`src/design/ets_pkg.sv`:
```
// package for the external trigger selector: register map, field
// layout, source codes, midi constants and the message carrier.
// assumes a 32-bit ahb-lite register bus and 7-bit midi data bytes.
package ets_pkg;

	// register byte offsets
	localparam logic [7:0] ETS_OFS_SRC  = 8'h00;
	localparam logic [7:0] ETS_OFS_CFG  = 8'h04;
	localparam logic [7:0] ETS_OFS_CAP  = 8'h08;
	localparam logic [7:0] ETS_OFS_STAT = 8'h0C;

	// source register fields
	localparam int ETS_SEL_LSB = 0;
	localparam int ETS_SEL_W   = 5;
	localparam int ETS_CHO_LSB = 8;
	localparam int ETS_CON_LSB = 16;
	// config register fields
	localparam int ETS_BASE_LSB = 0;
	localparam int ETS_OMNI_BIT = 4;
	localparam int ETS_MEN_BIT  = 5;
	// capture register: write one toggles capture mode
	localparam int ETS_CAP_BIT = 0;
	// status register fields
	localparam int ETS_ST_CAP_BIT = 0;
	localparam int ETS_ST_LVL_BIT = 1;
	localparam int ETS_ST_PED_LSB = 2;
	localparam int ETS_ST_SEL_LSB = 8;

	// reset values
	localparam logic [3:0] ETS_BASE_RST = 4'h0;
	localparam logic       ETS_OMNI_RST = 1'b1;
	localparam logic       ETS_MEN_RST  = 1'b1;

	// trigger sources
	typedef enum logic [4:0] {
		SRC_OFF    = 5'h00, SRC_TIP1  = 5'h01, SRC_RING1 = 5'h02,
		SRC_TR1    = 5'h03, SRC_TIP2  = 5'h04, SRC_RING2 = 5'h05,
		SRC_TR2    = 5'h06, SRC_DAMP  = 5'h07, SRC_PORTA = 5'h08,
		SRC_SOST   = 5'h09, SRC_SOFT  = 5'h0A, SRC_HOLD2 = 5'h0B,
		SRC_GEN5   = 5'h0C, SRC_GEN6  = 5'h0D, SRC_GEN7  = 5'h0E,
		SRC_GEN8   = 5'h0F, SRC_NOTE  = 5'h10, SRC_PROG  = 5'h11,
		SRC_MOD1   = 5'h12, SRC_MOD2  = 5'h13, SRC_MOD3  = 5'h14,
		SRC_MOD4   = 5'h15, SRC_SINGLE = 5'h16, SRC_DOUBLE = 5'h17,
		SRC_START  = 5'h18, SRC_STOP  = 5'h19
	} ets_src_type;

	// controller numbers
	localparam logic [6:0] CC_DAMP  = 7'h40;
	localparam logic [6:0] CC_PORTA = 7'h41;
	localparam logic [6:0] CC_SOST  = 7'h42;
	localparam logic [6:0] CC_SOFT  = 7'h43;
	localparam logic [6:0] CC_HOLD2 = 7'h45;
	localparam logic [6:0] CC_GEN5  = 7'h50;
	localparam logic [6:0] CC_ON    = 7'h01;
	localparam logic [6:0] DBL_MAX_CON  = 7'h1F;
	localparam logic [6:0] DBL_FINE_OFS = 7'h20;
	localparam logic [6:0]  HALF7  = 7'h40;
	localparam logic [13:0] HALF14 = 14'h2000;
	localparam logic [7:0]  MOD_HALF = 8'h80;

	// message kinds: channel kinds are the status high nibble
	localparam logic [3:0] K_RT    = 4'h0;
	localparam logic [3:0] K_START = 4'h1;
	localparam logic [3:0] K_STOP  = 4'h2;
	localparam logic [3:0] K_NOFF  = 4'h8;
	localparam logic [3:0] K_NON   = 4'h9;
	localparam logic [3:0] K_CC    = 4'hB;
	localparam logic [3:0] K_PROG  = 4'hC;
	localparam logic [3:0] K_CHPR  = 4'hD;
	localparam logic [3:0] K_SYS   = 4'hF;
	localparam logic [7:0] B_SYS_MIN = 8'hF0;
	localparam logic [7:0] B_RT_MIN  = 8'hF8;
	localparam logic [7:0] B_START   = 8'hFA;
	localparam logic [7:0] B_STOP    = 8'hFC;
	localparam logic [4:0] CH_MAX    = 5'h0F;
	localparam logic [4:0] CH_COUNT  = 5'h10;

	typedef enum logic [2:0] {
		PS_WAIT = 3'b001,
		PS_D1   = 3'b010,
		PS_D2   = 3'b100
	} ets_pst_type;

	typedef struct packed {
		logic       valid;
		logic [3:0] kind;
		logic [3:0] chan;
		logic [6:0] d1;
		logic [6:0] d2;
	} ets_msg_type;

endpackage : ets_pkg

```
`src/design/ets_trigger_sel.sv`:
```
// external trigger selector top: ahb-lite registers, pedal switch
// decoding, midi source matching, capture and activity strobe.
// assumes pedal contacts are debounced and synchronous, 1 = shorted
// to sleeve; mod values and midi bytes are synchronous to clk_i.
//
// Register access over AHB-Lite and the placing of the registers are this design's own decisions.
`timescale 1ns/1ps
module ets_trigger_sel (
	input  wire logic               clk_i,        // 100 MHz clock
	input  wire logic               sys_rst_i,    // sync reset, high
	input  wire logic               hsel_i,       // ahb select
	input  wire logic [31:0]        haddr_i,      // ahb address
	input  wire logic [1:0]         htrans_i,     // ahb transfer type
	input  wire logic               hwrite_i,     // ahb write
	input  wire logic [2:0]         hsize_i,      // ahb size
	input  wire logic [31:0]        hwdata_i,     // ahb write data
	input  wire logic               hready_i,     // ahb bus ready
	output logic [31:0]             hrdata_o,     // ahb read data
	output logic                    hreadyout_o,  // ahb slave ready
	output logic                    hresp_o,      // ahb response
	input  wire logic [7:0]         midi_byte_i,  // midi byte
	input  wire logic               midi_vld_i,   // midi byte strobe
	input  wire logic [1:0]         tip_i,        // tip shorted, per socket
	input  wire logic [1:0]         ring_i,       // ring shorted, per socket
	input  wire logic [1:0]         tr_ref_i,     // other user of tip&ring
	input  wire logic [3:0][7:0]    mod_val_i,    // modulation values
	input  wire logic               card_i,       // memory card present
	output logic                    trig_o,       // trigger pulse
	output logic                    busy_o        // activity pulse
);
	import ets_pkg::*;

	// configuration
	ets_src_type sel_r;
	logic [3:0]  cho_r;
	logic [6:0]  con_r;
	logic [3:0]  base_r;
	logic        omni_r;
	logic        men_r;
	logic        cap_r;

	// bus
	logic        ap;
	logic        wr_pend_r;
	logic        rd_pend_r;
	logic [7:0]  addr_r;
	logic        hready_r;
	logic [31:0] hrdata_r;
	logic [31:0] rd_mux;

	// trigger path
	ets_msg_type msg;
	logic [5:0]  ped;
	logic [1:0]  three;
	logic [4:0]  ch_sum;
	logic [3:0]  ch_eff;
	logic        ch_ok;
	logic        cc_hit;
	logic [6:0]  cc_num;
	logic        cc_sel;
	logic        ev_hit;
	logic        lvl_r;
	logic        lvl_nxt;
	logic [6:0]  dbl_hi_r;
	logic [6:0]  dbl_lo_r;
	logic        trig_r;
	logic        busy_r;

	// capture
	logic        cap_ok;
	ets_src_type cap_src;
	logic [3:0]  cap_cho;
	logic        cap_wr;

	assign hrdata_o    = hrdata_r;
	assign hreadyout_o = hready_r;
	assign hresp_o     = 1'b0;
	assign trig_o      = trig_r;
	assign busy_o      = busy_r;

	ets_midi_parser u_parser (
		.clk_i      (clk_i),
		.sys_rst_i  (sys_rst_i),
		.byte_i     (midi_byte_i),
		.byte_vld_i (midi_vld_i),
		.midi_en_i  (men_r),
		.msg_o      (msg)
	);

	// ---- ahb-lite slave ----
	// writes complete with no wait; reads take one wait so a read right
	// after a write sees the written value
	assign ap = hsel_i & htrans_i[1] & hready_i;

	always_ff @(posedge clk_i) begin
		if (sys_rst_i) begin
			wr_pend_r <= 1'b0;
			rd_pend_r <= 1'b0;
			addr_r    <= 8'h00;
			hready_r  <= 1'b1;
		end else begin
			wr_pend_r <= ap & hwrite_i;
			rd_pend_r <= ap & ~hwrite_i;
			hready_r  <= ~(ap & ~hwrite_i);
			if (ap) begin
				addr_r <= haddr_i[7:0];
			end
		end
	end

	always_comb begin
		rd_mux = 32'h0000_0000;
		if (addr_r == ETS_OFS_SRC) begin
			rd_mux[ETS_SEL_LSB +: ETS_SEL_W] = sel_r;
			rd_mux[ETS_CHO_LSB +: 4]         = cho_r;
			rd_mux[ETS_CON_LSB +: 7]         = con_r;
		end else if (addr_r == ETS_OFS_CFG) begin
			rd_mux[ETS_BASE_LSB +: 4] = base_r;
			rd_mux[ETS_OMNI_BIT]      = omni_r;
			rd_mux[ETS_MEN_BIT]       = men_r;
		end else if (addr_r == ETS_OFS_CAP) begin
			rd_mux[ETS_CAP_BIT] = cap_r;
		end else if (addr_r == ETS_OFS_STAT) begin
			rd_mux[ETS_ST_CAP_BIT]            = cap_r;
			rd_mux[ETS_ST_LVL_BIT]            = lvl_r;
			rd_mux[ETS_ST_PED_LSB +: 6]       = ped;
			rd_mux[ETS_ST_SEL_LSB +: 2]       = three;
		end else begin
			rd_mux = 32'h0000_0000;
		end
	end

	always_ff @(posedge clk_i) begin
		if (sys_rst_i) begin
			hrdata_r <= 32'h0000_0000;
		end else if (rd_pend_r) begin
			hrdata_r <= rd_mux;
		end
	end

	// ---- channel filter ----
	// base is held zero-based, so channel 16 + 1 wraps to index 0
	assign ch_sum = {1'b0, base_r} + {1'b0, cho_r};
	assign ch_eff = (ch_sum > CH_MAX) ? 4'(ch_sum - CH_COUNT) : ch_sum[3:0];
	assign ch_ok  = omni_r | (msg.chan == ch_eff);

	// ---- capture mapping ----
	always_comb begin
		cap_ok  = 1'b1;
		cap_src = SRC_OFF;
		case (msg.kind)
			K_NOFF, K_NON: cap_src = SRC_NOTE;
			K_PROG:        cap_src = SRC_PROG;
			K_START:       cap_src = SRC_START;
			K_STOP:        cap_src = SRC_STOP;
			K_CC: begin
				if (msg.d1 == CC_DAMP) begin
					cap_src = SRC_DAMP;
				end else if (msg.d1 == CC_PORTA) begin
					cap_src = SRC_PORTA;
				end else if (msg.d1 == CC_SOST) begin
					cap_src = SRC_SOST;
				end else if (msg.d1 == CC_SOFT) begin
					cap_src = SRC_SOFT;
				end else if (msg.d1 == CC_HOLD2) begin
					cap_src = SRC_HOLD2;
				end else if (msg.d1[6:2] == CC_GEN5[6:2]) begin
					cap_src = ets_src_type'(SRC_GEN5 + {3'b000, msg.d1[1:0]});
				end else begin
					cap_src = SRC_SINGLE;
				end
			end
			// no trigger form for these: capture keeps waiting
			default: cap_ok = 1'b0;
		endcase
	end

	// channel stored relative to base; start/stop carry none
	assign cap_cho = msg.chan - base_r;
	assign cap_wr  = wr_pend_r & (addr_r == ETS_OFS_CAP) & hwdata_i[ETS_CAP_BIT];

	// ---- configuration registers and capture ----
	always_ff @(posedge clk_i) begin
		if (sys_rst_i) begin
			sel_r  <= SRC_OFF;
			cho_r  <= 4'h0;
			con_r  <= 7'h00;
			base_r <= ETS_BASE_RST;
			omni_r <= ETS_OMNI_RST;
			men_r  <= ETS_MEN_RST;
			cap_r  <= 1'b0;
		end else begin
			if (wr_pend_r && addr_r == ETS_OFS_SRC) begin
				sel_r <= ets_src_type'(hwdata_i[ETS_SEL_LSB +: ETS_SEL_W]);
				cho_r <= hwdata_i[ETS_CHO_LSB +: 4];
				con_r <= hwdata_i[ETS_CON_LSB +: 7];
			end else if (wr_pend_r && addr_r == ETS_OFS_CFG) begin
				base_r <= hwdata_i[ETS_BASE_LSB +: 4];
				omni_r <= hwdata_i[ETS_OMNI_BIT];
				men_r  <= hwdata_i[ETS_MEN_BIT];
			end
			if (cap_r && msg.valid && cap_ok) begin
				// a capture landing with a select write still completes
				sel_r <= cap_src;
				if (msg.kind == K_CC) begin
					con_r <= msg.d1;
				end
				if (!omni_r && msg.kind != K_START && msg.kind != K_STOP) begin
					cho_r <= cap_cho;
				end
				cap_r <= 1'b0;
			end else if (cap_wr) begin
				cap_r <= ~cap_r;
			end
		end
	end

	// ---- pedal decode ----
	generate
		for (genvar s = 0; s < 2; s++) begin : g_ped
			assign three[s] = tr_ref_i[s] |
			                  (sel_r == (s == 0 ? SRC_TR1 : SRC_TR2));
			always_comb begin
				if (three[s]) begin
					ped[3*s]     = tip_i[s] & ~ring_i[s];
					ped[3*s + 1] = ring_i[s] & ~tip_i[s];
					ped[3*s + 2] = tip_i[s] & ring_i[s];
				end else begin
					ped[3*s]     = tip_i[s];
					ped[3*s + 1] = ring_i[s];
					ped[3*s + 2] = 1'b0;
				end
			end
		end
	endgenerate

	// ---- midi event matching ----
	assign cc_hit = msg.valid & (msg.kind == K_CC) & ch_ok;

	always_comb begin
		cc_sel = 1'b1;
		cc_num = CC_DAMP;
		case (sel_r)
			SRC_DAMP:  cc_num = CC_DAMP;
			SRC_PORTA: cc_num = CC_PORTA;
			SRC_SOST:  cc_num = CC_SOST;
			SRC_SOFT:  cc_num = CC_SOFT;
			SRC_HOLD2: cc_num = CC_HOLD2;
			SRC_GEN5, SRC_GEN6, SRC_GEN7, SRC_GEN8:
				cc_num = CC_GEN5 + {5'b00000, 2'(sel_r - SRC_GEN5)};
			default:   cc_sel = 1'b0;
		endcase
	end

	always_comb begin
		ev_hit = 1'b0;
		if (cc_sel) begin
			ev_hit = cc_hit & (msg.d1 == cc_num) & (msg.d2 == CC_ON);
		end else if (sel_r == SRC_NOTE) begin
			ev_hit = msg.valid & ch_ok &
			         ((msg.kind == K_NON) || (msg.kind == K_NOFF));
		end else if (sel_r == SRC_PROG) begin
			ev_hit = msg.valid & ch_ok & (msg.kind == K_PROG);
		end else if (sel_r == SRC_START) begin
			ev_hit = msg.valid & (msg.kind == K_START);
		end else if (sel_r == SRC_STOP) begin
			ev_hit = msg.valid & (msg.kind == K_STOP);
		end
	end

	// ---- double controller halves ----
	always_ff @(posedge clk_i) begin
		if (sys_rst_i) begin
			dbl_hi_r <= 7'h00;
			dbl_lo_r <= 7'h00;
		end else if (cc_hit && con_r <= DBL_MAX_CON) begin
			if (msg.d1 == con_r) begin
				dbl_hi_r <= msg.d2;
			end else if (msg.d1 == con_r + DBL_FINE_OFS) begin
				dbl_lo_r <= msg.d2;
			end
		end
	end

	// ---- level sources ----
	always_comb begin
		lvl_nxt = 1'b0;
		case (sel_r)
			SRC_TIP1:  lvl_nxt = ped[0];
			SRC_RING1: lvl_nxt = ped[1];
			SRC_TR1:   lvl_nxt = ped[2];
			SRC_TIP2:  lvl_nxt = ped[3];
			SRC_RING2: lvl_nxt = ped[4];
			SRC_TR2:   lvl_nxt = ped[5];
			SRC_MOD1, SRC_MOD2, SRC_MOD3, SRC_MOD4:
				lvl_nxt = mod_val_i[2'(sel_r - SRC_MOD1)] >= MOD_HALF;
			SRC_SINGLE: begin
				lvl_nxt = lvl_r;
				if (cc_hit && msg.d1 == con_r) begin
					lvl_nxt = msg.d2 >= HALF7;
				end
			end
			SRC_DOUBLE: begin
				lvl_nxt = lvl_r;
				// the level follows whichever half just arrived
				if (cc_hit && con_r <= DBL_MAX_CON) begin
					if (msg.d1 == con_r) begin
						lvl_nxt = {msg.d2, dbl_lo_r} >= HALF14;
					end else if (msg.d1 == con_r + DBL_FINE_OFS) begin
						lvl_nxt = {dbl_hi_r, msg.d2} >= HALF14;
					end
				end
			end
			default: lvl_nxt = 1'b0;
		endcase
	end

	// ---- trigger and activity outputs ----
	always_ff @(posedge clk_i) begin
		if (sys_rst_i) begin
			lvl_r  <= 1'b0;
			trig_r <= 1'b0;
		end else begin
			lvl_r  <= lvl_nxt;
			// a held level gives one pulse on its rising edge only
			trig_r <= (sel_r != SRC_OFF) & (ev_hit | (lvl_nxt & ~lvl_r));
		end
	end

	// single-cycle strobe; a visible lamp needs a stretcher outside
	always_ff @(posedge clk_i) begin
		if (sys_rst_i) begin
			busy_r <= 1'b0;
		end else begin
			busy_r <= msg.valid & ~card_i;
		end
	end

endmodule : ets_trigger_sel

```
`src/design/ets_midi_parser.sv`:
```
// midi byte parser: running status, data byte assembly, one-cycle
// message strobe. assumes bytes arrive as a synchronous valid strobe.
`timescale 1ns/1ps
module ets_midi_parser (
	input  wire logic                 clk_i,       // system clock
	input  wire logic                 sys_rst_i,   // sync reset
	input  wire logic [7:0]           byte_i,      // received byte
	input  wire logic                 byte_vld_i,  // byte strobe
	input  wire logic                 midi_en_i,   // reception on
	output ets_pkg::ets_msg_type      msg_o        // message strobe
);
	import ets_pkg::*;

	ets_pst_type st_r;
	logic [7:0]  rs_r;
	logic [6:0]  d1_r;
	ets_msg_type msg_r;
	logic        one_data;

	// program change and channel pressure carry a single data byte
	assign one_data = (rs_r[7:4] == K_PROG) || (rs_r[7:4] == K_CHPR);
	assign msg_o    = msg_r;

	always_ff @(posedge clk_i) begin
		if (sys_rst_i) begin
			st_r  <= PS_WAIT;
			rs_r  <= 8'h00;
			d1_r  <= 7'h00;
			msg_r <= '0;
		end else begin
			msg_r.valid <= 1'b0;
			if (!midi_en_i) begin
				// forget running status: data waits for fresh status
				st_r <= PS_WAIT;
				rs_r <= 8'h00;
			end else if (byte_vld_i) begin
				if (byte_i >= B_RT_MIN) begin
					// realtime bytes may interleave without breaking status
					msg_r.valid <= 1'b1;
					msg_r.kind  <= (byte_i == B_START) ? K_START :
					               (byte_i == B_STOP) ? K_STOP : K_RT;
				end else if (byte_i >= B_SYS_MIN) begin
					st_r        <= PS_WAIT;
					rs_r        <= 8'h00;
					msg_r.valid <= 1'b1;
					msg_r.kind  <= K_SYS;
				end else if (byte_i[7]) begin
					rs_r <= byte_i;
					st_r <= PS_D1;
				end else begin
					case (st_r)
						PS_D1: begin
							if (one_data) begin
								msg_r.valid <= 1'b1;
								msg_r.kind  <= rs_r[7:4];
								msg_r.chan  <= rs_r[3:0];
								msg_r.d1    <= byte_i[6:0];
								msg_r.d2    <= 7'h00;
							end else begin
								d1_r <= byte_i[6:0];
								st_r <= PS_D2;
							end
						end
						PS_D2: begin
							// data applies to last accepted status
							msg_r.valid <= 1'b1;
							msg_r.kind  <= rs_r[7:4];
							msg_r.chan  <= rs_r[3:0];
							msg_r.d1    <= d1_r;
							msg_r.d2    <= byte_i[6:0];
							st_r        <= PS_D1;
						end
						default: st_r <= PS_WAIT;
					endcase
				end
			end
		end
	end

endmodule : ets_midi_parser

```
`config.mk`:
```
export PLATFORM = sky130hd
export DESIGN_NAME = ets_trigger_sel
export DESIGN_NICKNAME = d
export VERILOG_FILES = /design/src/design/ets_pkg.sv /design/src/design/ets_trigger_sel.sv /design/src/design/ets_midi_parser.sv
export SDC_FILE = /design/constraint.sdc
export NUM_CORES = 1
export LEC_CHECK = 0
export ABC_AREA = 1
export BUFFER_PORTS_ARGS = -buffer_cell sky130_fd_sc_hd__buf_2
export CAP_MARGIN = 10
export CORE_UTILIZATION = 25
export DETAILED_ROUTE_END_ITERATION = 10
export GPL_TIMING_DRIVEN = 0
export HOLD_SLACK_MARGIN = 0.08
export PLACE_DENSITY = 0.48
export SLEW_MARGIN = 30
export SYNTH_ARGS = -nofsm -noshare
export SYNTH_HDL_FRONTEND = slang
export SYNTH_HIERARCHICAL = 1
export SYNTH_SLANG_ARGS = --single-unit
```
`constraint.sdc`:
```
create_clock -name clk_i -period 2.3 [get_ports clk_i]
set_input_delay 0 -clock clk_i [delete_from_list [all_inputs] [get_ports clk_i]]
set_output_delay 0 -clock clk_i [all_outputs]
set_load 0.01 [all_outputs]
```
### Word level (Yosys, flattened, before mapping)

Cells that the tools add are included.
Widths: inputs -> output; s select.

| word-level totals | value |
|---|---|
| word-level logic and storage cells | 234 |
| flip-flop bits (word level) | 124 |
| output and inout port bits | 36 |
| bits of input ports | 122 |

| operators by class | value |
|---|---|
| bitwise gates (word level) | 45 |
| multiplexer cells | 57 |
| $lt $le $gt $ge | 9 |
| eq/ne operators | 57 |
| reduce and logical (&&, ||, !) cells | 33 |
| $add $sub $neg | 8 |

Operators by type and width:

| cell | count |
|---|---|
| $eq 5x5->1 const B | 11 |
| $mux 5 | 11 |
| $mux 23 | 2 |
| $pmux 23 s2 | 1 |
| $eq 5x4->1 const B | 8 |
| $eq 7x7->1 const B | 5 |
| $pmux 7 s5 | 1 |
| $mux 4 | 8 |
| $ge 14x14->1 const B | 2 |
| $mux 7 | 4 |
| $pmux 5 s5 | 1 |
| $and 1x1->1 | 24 |
| $eq 4x4->1 const B | 6 |
| $ge 8x8->1 const B | 3 |
| $mux 8 | 3 |
| $eq 7x7->1 | 3 |
| $eq 5x3->1 const B | 4 |
| $mux 3 | 6 |
| $mux 9 | 2 |
| $not 1->1 | 17 |
| $bmux 8 s2 | 1 |
| $eq 8x4->1 const B | 2 |
| $eq 8x8->1 const B | 2 |
| $reduce_and 7->1 | 2 |
| 48 further kinds | 80 |

### Depth between registers and ports, before layout

Gate-level depths: netlist of run 1.

| depth | value |
|---|---|
| depth after elaboration | 12 |
| gate-level depth with buffers | 18 |
| depth with buffers taken out | 18 |

### Hierarchy

Netlist of run 1, hierarchy kept.

By module, submodules not included:

| module | cells an instance | area an instance (µm²) | times used | sequential area each (µm²) |
|---|---|---|---|---|
| ets_trigger_sel | 536 | 3677.3 | 1 | 1141.1 |
| ets_midi_parser | 243 | 1740.4 | 1 | 820.8 |

### Least setup slack after synthesis of run 1

No wires, ideal clock.

| timing | value |
|---|---|
| path type | flip-flop to flip-flop |
| from | register base_r[0] |
| to | register trig_r (netlist: trig_o) |
| arrival | 1931 ps |
| clock period less this slack | 2063 ps |
| library setup time | 132 ps |
| path buffers | 0 |
| slack | 237 ps |
| data required time | 2168 ps |
| cell stages (with the launch flop) | 16 |
| path through | dfxtp_1 ha_1 inv_1 fa_1 xor2_1 nand2_1 nor2_2 nand3_2 nand2_4 nand2_4 nor2_4 nand2_1 nand3_1 nand3_1 nand2_1 a21oi_1 |

| on the way | value |
|---|---|
| word-level cells in the longest chain between the ends | 12 |
| elaborated cells on any way between the ends | 23 |
| classes of those cells | add/sub (2); order compare (1); eq/ne (1); mux (7); bitwise (10); reduce/logical (2) |

Ends and longest elaborated chain:

| what | RTL line | RTL |
|---|---|---|
| start: declaration | ets_trigger_sel.sv:37 | `logic [3:0] base_r;` |
| start signal: assignment | ets_trigger_sel.sv:198 | `base_r <= hwdata_i[ETS_BASE_LSB +: 4];` |
| $add 4x4->5 * | ets_trigger_sel.sv:143 | `assign ch_sum = {1'b0, base_r} + {1'b0, cho_r};` |
| $sub 4x1->4 or $gt 5x4->1 (tied branches) | ets_trigger_sel.sv:144 | `assign ch_eff = (ch_sum > CH_MAX) ? 4'(ch_sum - CH_COUNT) : ch_sum[3:0];` |
| $mux 4 * | ets_trigger_sel.sv:144 |  |
| $eq 4x4->1 * | ets_trigger_sel.sv:145 | `assign ch_ok = omni_r \| (msg.chan == ch_eff);` |
| $or 1x1->1 * | ets_trigger_sel.sv:145 |  |
| $and 1x1->1, on equally long branches | ets_trigger_sel.sv:238, ets_trigger_sel.sv:260, ets_trigger_sel.sv:263 |  |
| $logic_and 1x1->1 (tied with other cells) | ets_trigger_sel.sv:306 | `if (cc_hit && con_r <= DBL_MAX_CON) begin` |
| $mux 1, on equally long branches | ets_trigger_sel.sv:306, ets_trigger_sel.sv:262, ets_trigger_sel.sv:299 |  |
| $pmux 1 s9 or $mux 1 (tied branches) | ets_trigger_sel.sv:288, ets_trigger_sel.sv:259 |  |
| $and 1x1->1 or $mux 1 (tied branches) | ets_trigger_sel.sv:326, ets_trigger_sel.sv:257 |  |
| $or 1x1->1 * | ets_trigger_sel.sv:326 | `trig_r <= (sel_r != SRC_OFF) & (ev_hit \| (lvl_nxt & ~lvl_r));` |
| $and 1x1->1 * | ets_trigger_sel.sv:326 |  |
| end signal: assignment | ets_trigger_sel.sv:326 |  |
| end: declaration | ets_trigger_sel.sv:66 | `logic trig_r;` |

Mark *: on every way between the ends. The rest lies on a longest branch, timed or not.
A chain may end at the register's enable or synchronous reset.

### Worst setup path in the final report of run 1

Ends and elaborated chain as after synthesis.

==> results by group, run 1 <==
Run status
  – Outcome: finished, final reports clean

Finish
  – Post-route cell area: 0.00691 mm^2
  – Area Overhead vs Synth: 27.5%
  – Final nets: 1,045
  – Non-Filler Instances: 1,194
  – Diode count: 0
  – Layout cells sized above 1: 18.9%

Synthesis
  – Post-synth top area cell: dfxtp_1
  – Async S/R FF share, synth: 0%
  – Post-synth EDFFs: 0
  – Sequential fraction of the synthesis area: 36.2%
  – Syn Area/Cell: 6.95 um^2
  – Top cells by area, synth: dfxtp_1, nand2_1, nor2_1
  – Ys flop type: dfxtp_1
  – Most frequent cell after synthesis: nand2_1
  – Netlist cell types: 52
  – Yosys warnings: 6
  – Number of synthesized register bits: 98
  – Synthesized instance count: 779
  – Synthesized area: 0.00542 mm^2
  – Post-synth top cells: nand2_1, dfxtp_1, nor2_1
  – Share of the synthesized area in the top cell type: 36.2%

CTS
  – CTS Root Cell: clkbuf_16
  – Clock Sinks: 98
  – H-tree levels: 3
  – Clock tree from TritonCTS: done
  – Clk buf depth: 2
  – Worst-path clk slew: 0.07 ns
  – Clock Latency Late Sink: 0.35 ns
  – Number of CTS-inserted buffers: 9

Worst setup path
  – R2R depth: 15
  – CP bufs+invs: 1
  – CP Launch Type: flop
  – Critical path fanouts, max: 5
  – CP arrival: 2.46 ns
  – CP max stage delay: 0.48 ns
  – Critical path's slowest cell: fa_1
  – R2R setup slack: 0.06 ns
  – Crit path kind: reg -> reg
  – FF-to-FF End: trig_o
  – Delay-heaviest family, CP: simple AND/OR/NAND/NOR gates
  – Critical R2R Launch: base_r[0]
  – Crit path cell chain: ha_4, inv_2, fa_1, xor2_1, nand2_1, nor2_2, nand3_2, nand2_4, nand2_4, nor2_4, nand2_2, nand3_2, nand3_1, nand2_1, a21oi_2
  – Critical Path RT: 2.52 ns
  – Worst setup EP type: flop

STA
  – Relative slew slack: 49.9%
  – Min Tclk post-route: 2.24 ns
  – Final hold vios: 0
  – Fmax: 446 MHz
  – Clk_skew: 0.00823 ns
  – Worst Setup Slack, final: 0.0600 ns
  – Unrepaired setup endpoints after global routing: true
  – Worst-margin pin slew: 0.752 ns
  – Fin crit share: 97.4%
  – Setup total negative slack: 0 ns
  – Max Slew Vio Count: 0
  – Final setup vio count: 0
  – Hold Slack: 0.0838 ns

Routing
  – Initial DRC Count: 281
  – Vias per cell: 4.51
  – Final WL: 16,400 um
  – Antenna viol nets, final: 0
  – Wire per inst: 13.7 um
  – Pre-antenna DRT Iters: 4
  – DR vias: 5,382
  – DRC: 0

Global route
  – Largest net degree at the start of global routing: 17
  – GRT Total Usage: 15.2%
  – Initial antenna violation count: 0
  – Gr ovfl total: 0
  – First-pass GRT wire length: 26,300 um
  – Vias in the first global route: 5,038

Placed design
  – Placed insts: 1,138
  – Placement Cell Area: 0.00617 mm^2
  – GPL Wtd Cong: 0.844
  – Port Buf Inserts: 71
  – Setup WS pre-CTS: -0.110 ns
  – Post-DP HPWL: 12,700 um

Die
  – Starting Density: 25.6%
  – Row count: 53
  – Die extent in y: 149 um
  – Core Region: 0.0212 mm^2
  – DIE WIDTH: 149 um
  – Top Ports: 158
  – Die area: 0.0223 mm^2

Min path
  – Hold endpoint: u_parser/st_r[2]
  – Hold Startpoint: midi_vld_i
  – Hold Path Cell Cnt: 4
  – Type of the tightest min-delay check: in -> reg

Job
  – Max cap viols: 0

Power
  – Power per cell area: 536 mW/mm^2
  – Leakage: 3.06 nW
  – VDD IR-drop max: 0.329 mV
==> worst max path at each step <==
stage          startpoint      to  depth (start not counted)
2_1_floorplan   base_r[0]  trig_o                         15
3_5_place_dp    base_r[0]  trig_o                         14
5_1_grt         base_r[0]  trig_o                         14
4_1_cts         base_r[0]  trig_o                         15
3_3_place_gp    base_r[0]  trig_o                         14
6_report        base_r[0]  trig_o                         15
==> metrics by stage <==
step,util (%),total power [W]
after floorplan,-,0.00200
after global routing,32.7,0.00386
after CTS,32.6,0.00375
final,32.7,0.00370
after detailed placement,29.1,0.00214
after global placement,29.1,0.00214
==> registers in the layout, indices dropped and copies added (netlist names), 3 cells and up <==
| register | count |
|---|---|
| addr_r | 8 |
| base_r | 4 |
| cho_r | 4 |
| con_r | 7 |
| hrdata_o | 19 |
| sel_r | 5 |
| u_parser/d1_r | 7 |
| u_parser/msg_o | 23 |
| u_parser/rs_r | 8 |
| u_parser/st_r | 3 |
==> final cells by class <==
type	count	area, um^2
Fill cell	2325	14200
Sequential cell	98	1970
Multi-Input combinational cell	563	2950
Clock buffer	10	239
Timing Repair Buffer	112	761
Tap cell	275	344
Buffer	39	235
Clock inverter	6	65.1
Inverter	91	342
==> worst min-delay path, stage by stage <==
cell	delay, ns
buf_2	0.12
nand2_4	0.07
o21ai_0	0.16
a21oi_1	0.04
==> report_power, final <==
group / switching [W] / internal [W]
Clock: 0.000684 / 0.000875
Combinational: 0.000231 / 0.000165
Sequential: 0.0000241 / 0.00173
==> cell families after synthesis <==
family                     count (synthesis)  synth area share [%]
and+or+nand+nor                          370                  31.5
AOI/OAI and AO/OA                        153                  16.4
buffers and inverters                    131                  10.7
DFF                                       98                  36.2
xor gates and xnor gates                  17                  2.75
adders and majority gates                  9                  2.36
other                                      1                0.0692
==> metal layers <==
layer | part of all wire, % | vias up | track usage [%]
met5 | 0 | - | 0
met4 | 1.0 | 0 | 3.27
met3 | 3.8 | 14 | 2.78
met2 | 46 | 107 | 25.2
met1 | 49 | 2449 | 20.5
li1 | - | 2812 | -
==> layout by cell type, fill, tap and decap left out, drive strengths merged, types with 3 or more instances in the layout <==
cell type    synthesis  layout
a211oi               6       6
a21oi               55      55
a22oi                7       7
buf                 26      98
clkbuf              14      24
clkinv               2       5
conb                 1      14
dfxtp               98      98
dlygate4sd3          0      39
ha                   7       7
inv                 89      90
nand2              167     167
nand3               64      64
nand4               11      11
nor2               100     100
nor3                19      19
nor4                 5       5
o211ai               6       6
o21ai               62      62
o221ai               3       3
xnor2                7       7
xor2                10      10
==> timing repair <==
| item | CTS | global route |
|---|---|---|
| setup buffers | 2 | 0 |
| endpoints found under the setup margin | 3 | 3 |
| gates resized for setup | 8 | 7 |
| pin swaps | 5 | 3 |
| hold buffers | 39 | 0 |
| endpoints found under the hold margin | 56 | 0 |
No activity file was read; power rests on OpenSTA's default activity.
==> inputs of run 2 (changes only) <==
- clock period: 2.3 -> 2.4 ns (I/O delays scaled with it)
==> run 2 against run 1 <==
Net effect:
- global-route usage barely moved
- routed wire length up 0.28%
- sequential power decreased by 4%
- flip-flop and latch count did not move
- design area about the same
- critical path depth unchanged
- worst setup slack improved by 0.0024 ns
- sequential share of layout area fell by 0.057 points
- via count is 1.2% lower
- core utilization barely moved
- register-to-register slack about the same
- clock skew is essentially flat
- critical endpoint unchanged
- highest routed layer unchanged
==> results by group, run 2 (synthesized netlist as in run 1, its figures left out) <==
Global route
  – First-pass GRT wire length: 26,300 um
  – Largest net degree at the start of global routing: 17
  – Initial antenna violation count: 0
  – GRT Total Usage: 15.3%
  – Gr ovfl total: 0
  – Vias in the first global route: 5,041

Worst setup path
  – Worst setup EP type: flop
  – Crit path kind: reg -> reg
  – CP arrival: 2.55 ns
  – CP Launch Type: flop
  – Critical Path RT: 2.62 ns
  – Critical path fanouts, max: 5

Die
  – Die area: 0.0223 mm^2
  – DIE WIDTH: 149 um
  – Row count: 53
  – Starting Density: 25.6%
  – Die extent in y: 149 um
  – Core Region: 0.0212 mm^2
  – Top Ports: 158

Power
  – VDD IR-drop max: 0.310 mV
  – Leakage: 3.07 nW
  – Power per cell area: 514 mW/mm^2

Routing
  – Final WL: 16,400 um
  – DRC: 0
  – Vias per cell: 4.45
  – DR vias: 5,315
  – Antenna viol nets, final: 0
  – Initial DRC Count: 257
  – Wire per inst: 13.8 um
  – Pre-antenna DRT Iters: 4

STA
  – Final setup vio count: 0
  – Relative slew slack: 51.4%
  – Min Tclk post-route: 2.34 ns
  – Unrepaired setup endpoints after global routing: true
  – Clk_skew: 0.00798 ns
  – Fin crit share: 97.4%
  – Worst-margin pin slew: 0.730 ns
  – Final hold vios: 0
  – Fmax: 428 MHz
  – Max Slew Vio Count: 0

Job
  – Max cap viols: 0

Finish
  – Max reg flops: 23
  – Util after Layout: 32.7%
  – Post-route cell area: 0.00691 mm^2
  – Most common cell after layout, fill and taps aside: nand2_1
  – Area Overhead vs Synth: 27.6%
  – Final nets: 1,045
  – Number of fill cells: 2,327
  – Layout cells sized above 1: 18.9%
  – Leading cell types in the layout, fill and taps excluded: nand2_1, dfxtp_1, nor2_1
  – Diode count: 0

Placed design
  – GPL Wtd Cong: 0.844
  – Placement Cell Area: 0.00617 mm^2
  – Port Buf Inserts: 71
  – Post-DP HPWL: 12,700 um

CTS
  – Clk buf depth: 2
  – Clock Latency Late Sink: 0.35 ns
  – Worst-path clk slew: 0.07 ns
  – CTS Root Cell: clkbuf_16
  – Number of CTS-inserted buffers: 9
  – Clock tree from TritonCTS: done
  – Clock Sinks: 98
  – H-tree levels: 3

Run status
  – Outcome: finished, final reports clean

Min path
  – Type of the tightest min-delay check: in -> reg
## run 2: cell counts in the layout (fill, tap and decap cells not counted)
No cell type changed its count.
## run 2: layer usage
layer  vias to the layer above  track usage (%)  wire length (um)
met1                      2411             20.5              8020
li1                       2810                -                 -
met4                         0             3.27               106
met5                         -                0                 0
met2                        88             25.2              7670
met3                         6             2.78               629
## run 2: critical path, stage by stage (launching register included)
cell	delay, ns
dfxtp_4	0.39
ha_4	0.13
inv_2	0.04
fa_1	0.54
xor2_1	0.14
nand2_1	0.08
nor2_2	0.12
nand3_2	0.11
nand2_4	0.13
nand2_4	0.08
nor2_4	0.14
nand2_2	0.06
nand3_2	0.07
nand3_2	0.05
nand2_1	0.07
a21oi_2	0.05
## run 2: repair_timing
item | in CTS | in global routing
setup buffers | 0 | 1
gates cloned | 0 | 0
hold buffers | 39 | 0
hold endpoints to repair | 56 | 0
endpoints found under the setup margin | 1 | 3
pin swaps | 0 | 9
gates resized for setup | 2 | 13
## run 2: final cells by class
| type | instances | area (um^2) | share of cell area, % |
|---|---|---|---|
| Buffer | 40 | 240 | 3.48 |
| Inverter | 91 | 342 | 4.94 |
| Sequential cell | 98 | 1970 | 28.5 |
| Multi-Input combinational cell | 563 | 2960 | 42.8 |
| Clock buffer | 10 | 239 | 3.46 |
| Tap cell | 275 | 344 | 4.98 |
| Clock inverter | 6 | 65.1 | 0.941 |
| Timing Repair Buffer | 111 | 753 | 10.9 |
## run 2: stage by stage
step / hold slack (ns) / setup TNS (ns) / worst slack, ns / power, W / std cells
finish: 0.0934 / 0 / 0.0624 / 0.00355 / 1194
global route: 0.127 / -0.201 / -0.104 / 0.00370 / 1194
CTS: 0.0821 / 0 / 0.0295 / 0.00359 / 1193
detailed placement: 0.177 / -0.00998 / -0.00998 / 0.00205 / 1138
global placement: 0.170 / 0 / 0.0324 / 0.00205 / 1138
floorplan: 0.0793 / 0 / 0.337 / 0.00192 / 792
## run 2: worst paths after layout
path	startpoint	to	slack, ns	cells past startpoint
worst max register to register	base_r[0]	trig_o	0.06	15
worst max-delay path	base_r[0]	trig_o	0.06	15
worst min-delay path	midi_vld_i	u_parser/st_r[2]	0.09	4
worst min register to register	addr_r[5]	addr_r[5]	0.46	2
## run 2: where the power goes
part	total (W)	internal [W]	switching, W
registers	0.00168	0.00165	0.0000233
clock network	0.00149	0.000839	0.000653
logic	0.000380	0.000158	0.000223
==> inputs of run 3 (changes only) <==
- CORE_UTILIZATION: 25 -> 52
- PLACE_DENSITY: 0.48 -> 0.84
==> run 3 against run 2 <==
Net effect:
- maximum frequency grew 1.8%
- flip-flop and latch count stayed put
- core utilization increased by 34 points
- sequential power hardly changed
- register-to-register slack better by 0.04 ns
- routed wire length is 6.7% lower
- sequential share of layout area increased by 1.1 points
- non-clock buffer count rose by 2
- first-iteration DRC count up 62%
- die area is 51% lower
- combinational power up 2%
==> results by group, run 3 (synthesized netlist as in run 1, its figures left out) <==
Placed design
  – Post-DP HPWL: 10,900 um
  – Placed insts: 996
  – Setup WS pre-CTS: 0.0609 ns
  – Port Buf Inserts: 71
  – GPL Wtd Cong: 0.935

Worst setup path
  – CP bufs+invs: 2
  – Worst setup EP type: flop
  – Critical path fanouts, max: 5
  – Critical R2R Launch: cho_r[0]
  – Worst setup path endpoint: dbl_hi_r[6]
  – R2R depth: 13
  – Critical Path RT: 2.68 ns
  – Critical path's slowest cell: fa_1
  – Crit path cell chain: ha_4, inv_2, fa_1, xor2_1, nand2_1, nor2_2, nand3_2, nand2_4, nand2_4, nor2_2, nand2_1, buf_2, a221oi_2
  – Critical Path Source: cho_r[0]
  – Delay-heaviest family, CP: simple AND/OR/NAND/NOR gates
  – Stages on worst setup path: 13
  – Crit path kind: reg -> reg
  – CP Launch Type: flop
  – CP max stage delay: 0.48 ns
  – R2R setup slack: 0.10 ns
  – FF-to-FF End: dbl_hi_r[6]
  – CP arrival: 2.58 ns

Power
  – Power per cell area: 493 mW/mm^2
  – Leakage: 3.03 nW
  – Final Power: 0.00329 W
  – VDD IR-drop max: 0.403 mV

Min path
  – Type of the tightest min-delay check: in -> reg
  – Hold Startpoint: tip_i[0]
  – Hold Path Cell Cnt: 5

Routing
  – Wire per inst: 14.5 um
  – Initial DRC Count: 416
  – DRC: 0
  – Pre-antenna DRT Iters: 6
  – Vias per cell: 5.38
  – Final WL: 15,300 um
  – DR vias: 5,668
  – Antenna viol nets, final: 0

Die
  – DIE WIDTH: 104 um
  – Top Ports: 158
  – Die extent in y: 104 um
  – Core Region: 0.00995 mm^2
  – Starting Density: 54.4%
  – Row count: 36
  – Die area: 0.0108 mm^2

Finish
  – Layout cells sized above 1: 18.8%
  – Max reg flops: 23
  – Final nets: 1,047
  – Most common cell after layout, fill and taps aside: nand2_1
  – Diode count: 0
  – Leading cell types in the layout, fill and taps excluded: nand2_1, dfxtp_1, nor2_1
  – Number of fill cells: 864
  – Non-Filler Instances: 1,054
  – Area Overhead vs Synth: 23.1%

CTS
  – Clk buf depth: 2
  – Clock tree from TritonCTS: done
  – H-tree levels: 3
  – Clock Latency Late Sink: 0.38 ns
  – Worst-path clk slew: 0.10 ns
  – Clock Sinks: 98
  – CTS Root Cell: clkbuf_8
  – Number of CTS-inserted buffers: 9

STA
  – Final setup vio count: 0
  – Setup total negative slack: 0 ns
  – Worst Setup Slack, final: 0.104 ns
  – Fin crit share: 95.7%
  – Final hold vios: 0
  – Fmax: 435 MHz
  – Clk_skew: 0.0141 ns
  – Max Slew Vio Count: 0
  – Hold Slack: 0.124 ns
  – Min Tclk post-route: 2.30 ns
  – Relative slew slack: 52.3%
  – Worst-margin pin slew: 0.716 ns

Global route
  – Gr ovfl total: 0
  – GRT Total Usage: 28.4%
  – Vias in the first global route: 5,302
  – First-pass GRT wire length: 24,600 um
  – Largest net degree at the start of global routing: 19
  – Initial antenna violation count: 0

Job
  – Max cap viols: 0

Run status
  – Outcome: finished, final reports clean
run 3: worst reg2reg max path, cell delays in order, from the launching register on:
cell      delay [ns]
dfxtp_4         0.40
ha_4            0.14
inv_2           0.04
fa_1            0.48
xor2_1          0.14
nand2_1         0.07
nor2_2          0.09
nand3_2         0.12
nand2_4         0.14
nand2_4         0.08
nor2_2          0.11
nand2_1         0.06
buf_2           0.13
a221oi_2        0.21
run 3: final cells by class:
| type | instances | area [um^2] | share of cell area (%) |
|---|---|---|---|
| flip-flops and latches | 98 | 1970 | 29.6 |
| repair buffers | 113 | 773 | 11.6 |
| clock inverters | 7 | 105 | 1.58 |
| clock buffers | 9 | 124 | 1.86 |
| multi-input cells | 563 | 2950 | 44.2 |
| plain buffers | 40 | 240 | 3.60 |
| inverters | 91 | 342 | 5.12 |
| well taps | 133 | 166 | 2.49 |
run 3: routing by layer:
metal / part of all wire [%] / up-vias / global-route usage (%)
li1: - / 2817 / -
met1: 41 / 2569 / 34.9
met2: 48 / 243 / 49.2
met3: 8.3 / 39 / 6.20
met4: 2.4 / 0 / 9.39
met5: 0 / - / 0
run 3: power by group:
part / leakage (nW) / internal [W] / switching (W)
logic: 2.12 / 0.000160 / 0.000226
registers: 0.796 / 0.00165 / 0.0000239
clock network: 0.113 / 0.000605 / 0.000623
total: 3.03 / 0.00242 / 0.000873
run 3: worst min path at each step:
| stage | endpoint | slack (ns) |
|---|---|---|
| 4_1_cts | hrdata_o[4] | 0.11 |
| 6_report | hrdata_o[4] | 0.12 |
| 3_3_place_gp | busy_o | 0.18 |
| 3_5_place_dp | busy_o | 0.19 |
| 5_1_grt | hrdata_o[4] | 0.14 |
| 2_1_floorplan | busy_o | 0.08 |
run 3: stage by stage:
step / utilization [%] / area, um^2
after detailed placement: 60.2 / 5990
after global placement: 60.2 / 5990
after floorplan: - / 5470
after CTS: 66.6 / 6630
final: 67.0 / 6670
after global routing: 67.0 / 6670
run 3: timing repair:
action / 4_1_cts / 5_1_grt
setup buffers: 0 / 1
setup endpoints to repair: 0 / 3
resized for setup: 0 / 14
hold buffers: 41 / 0
endpoints found under the hold margin: 64 / 0
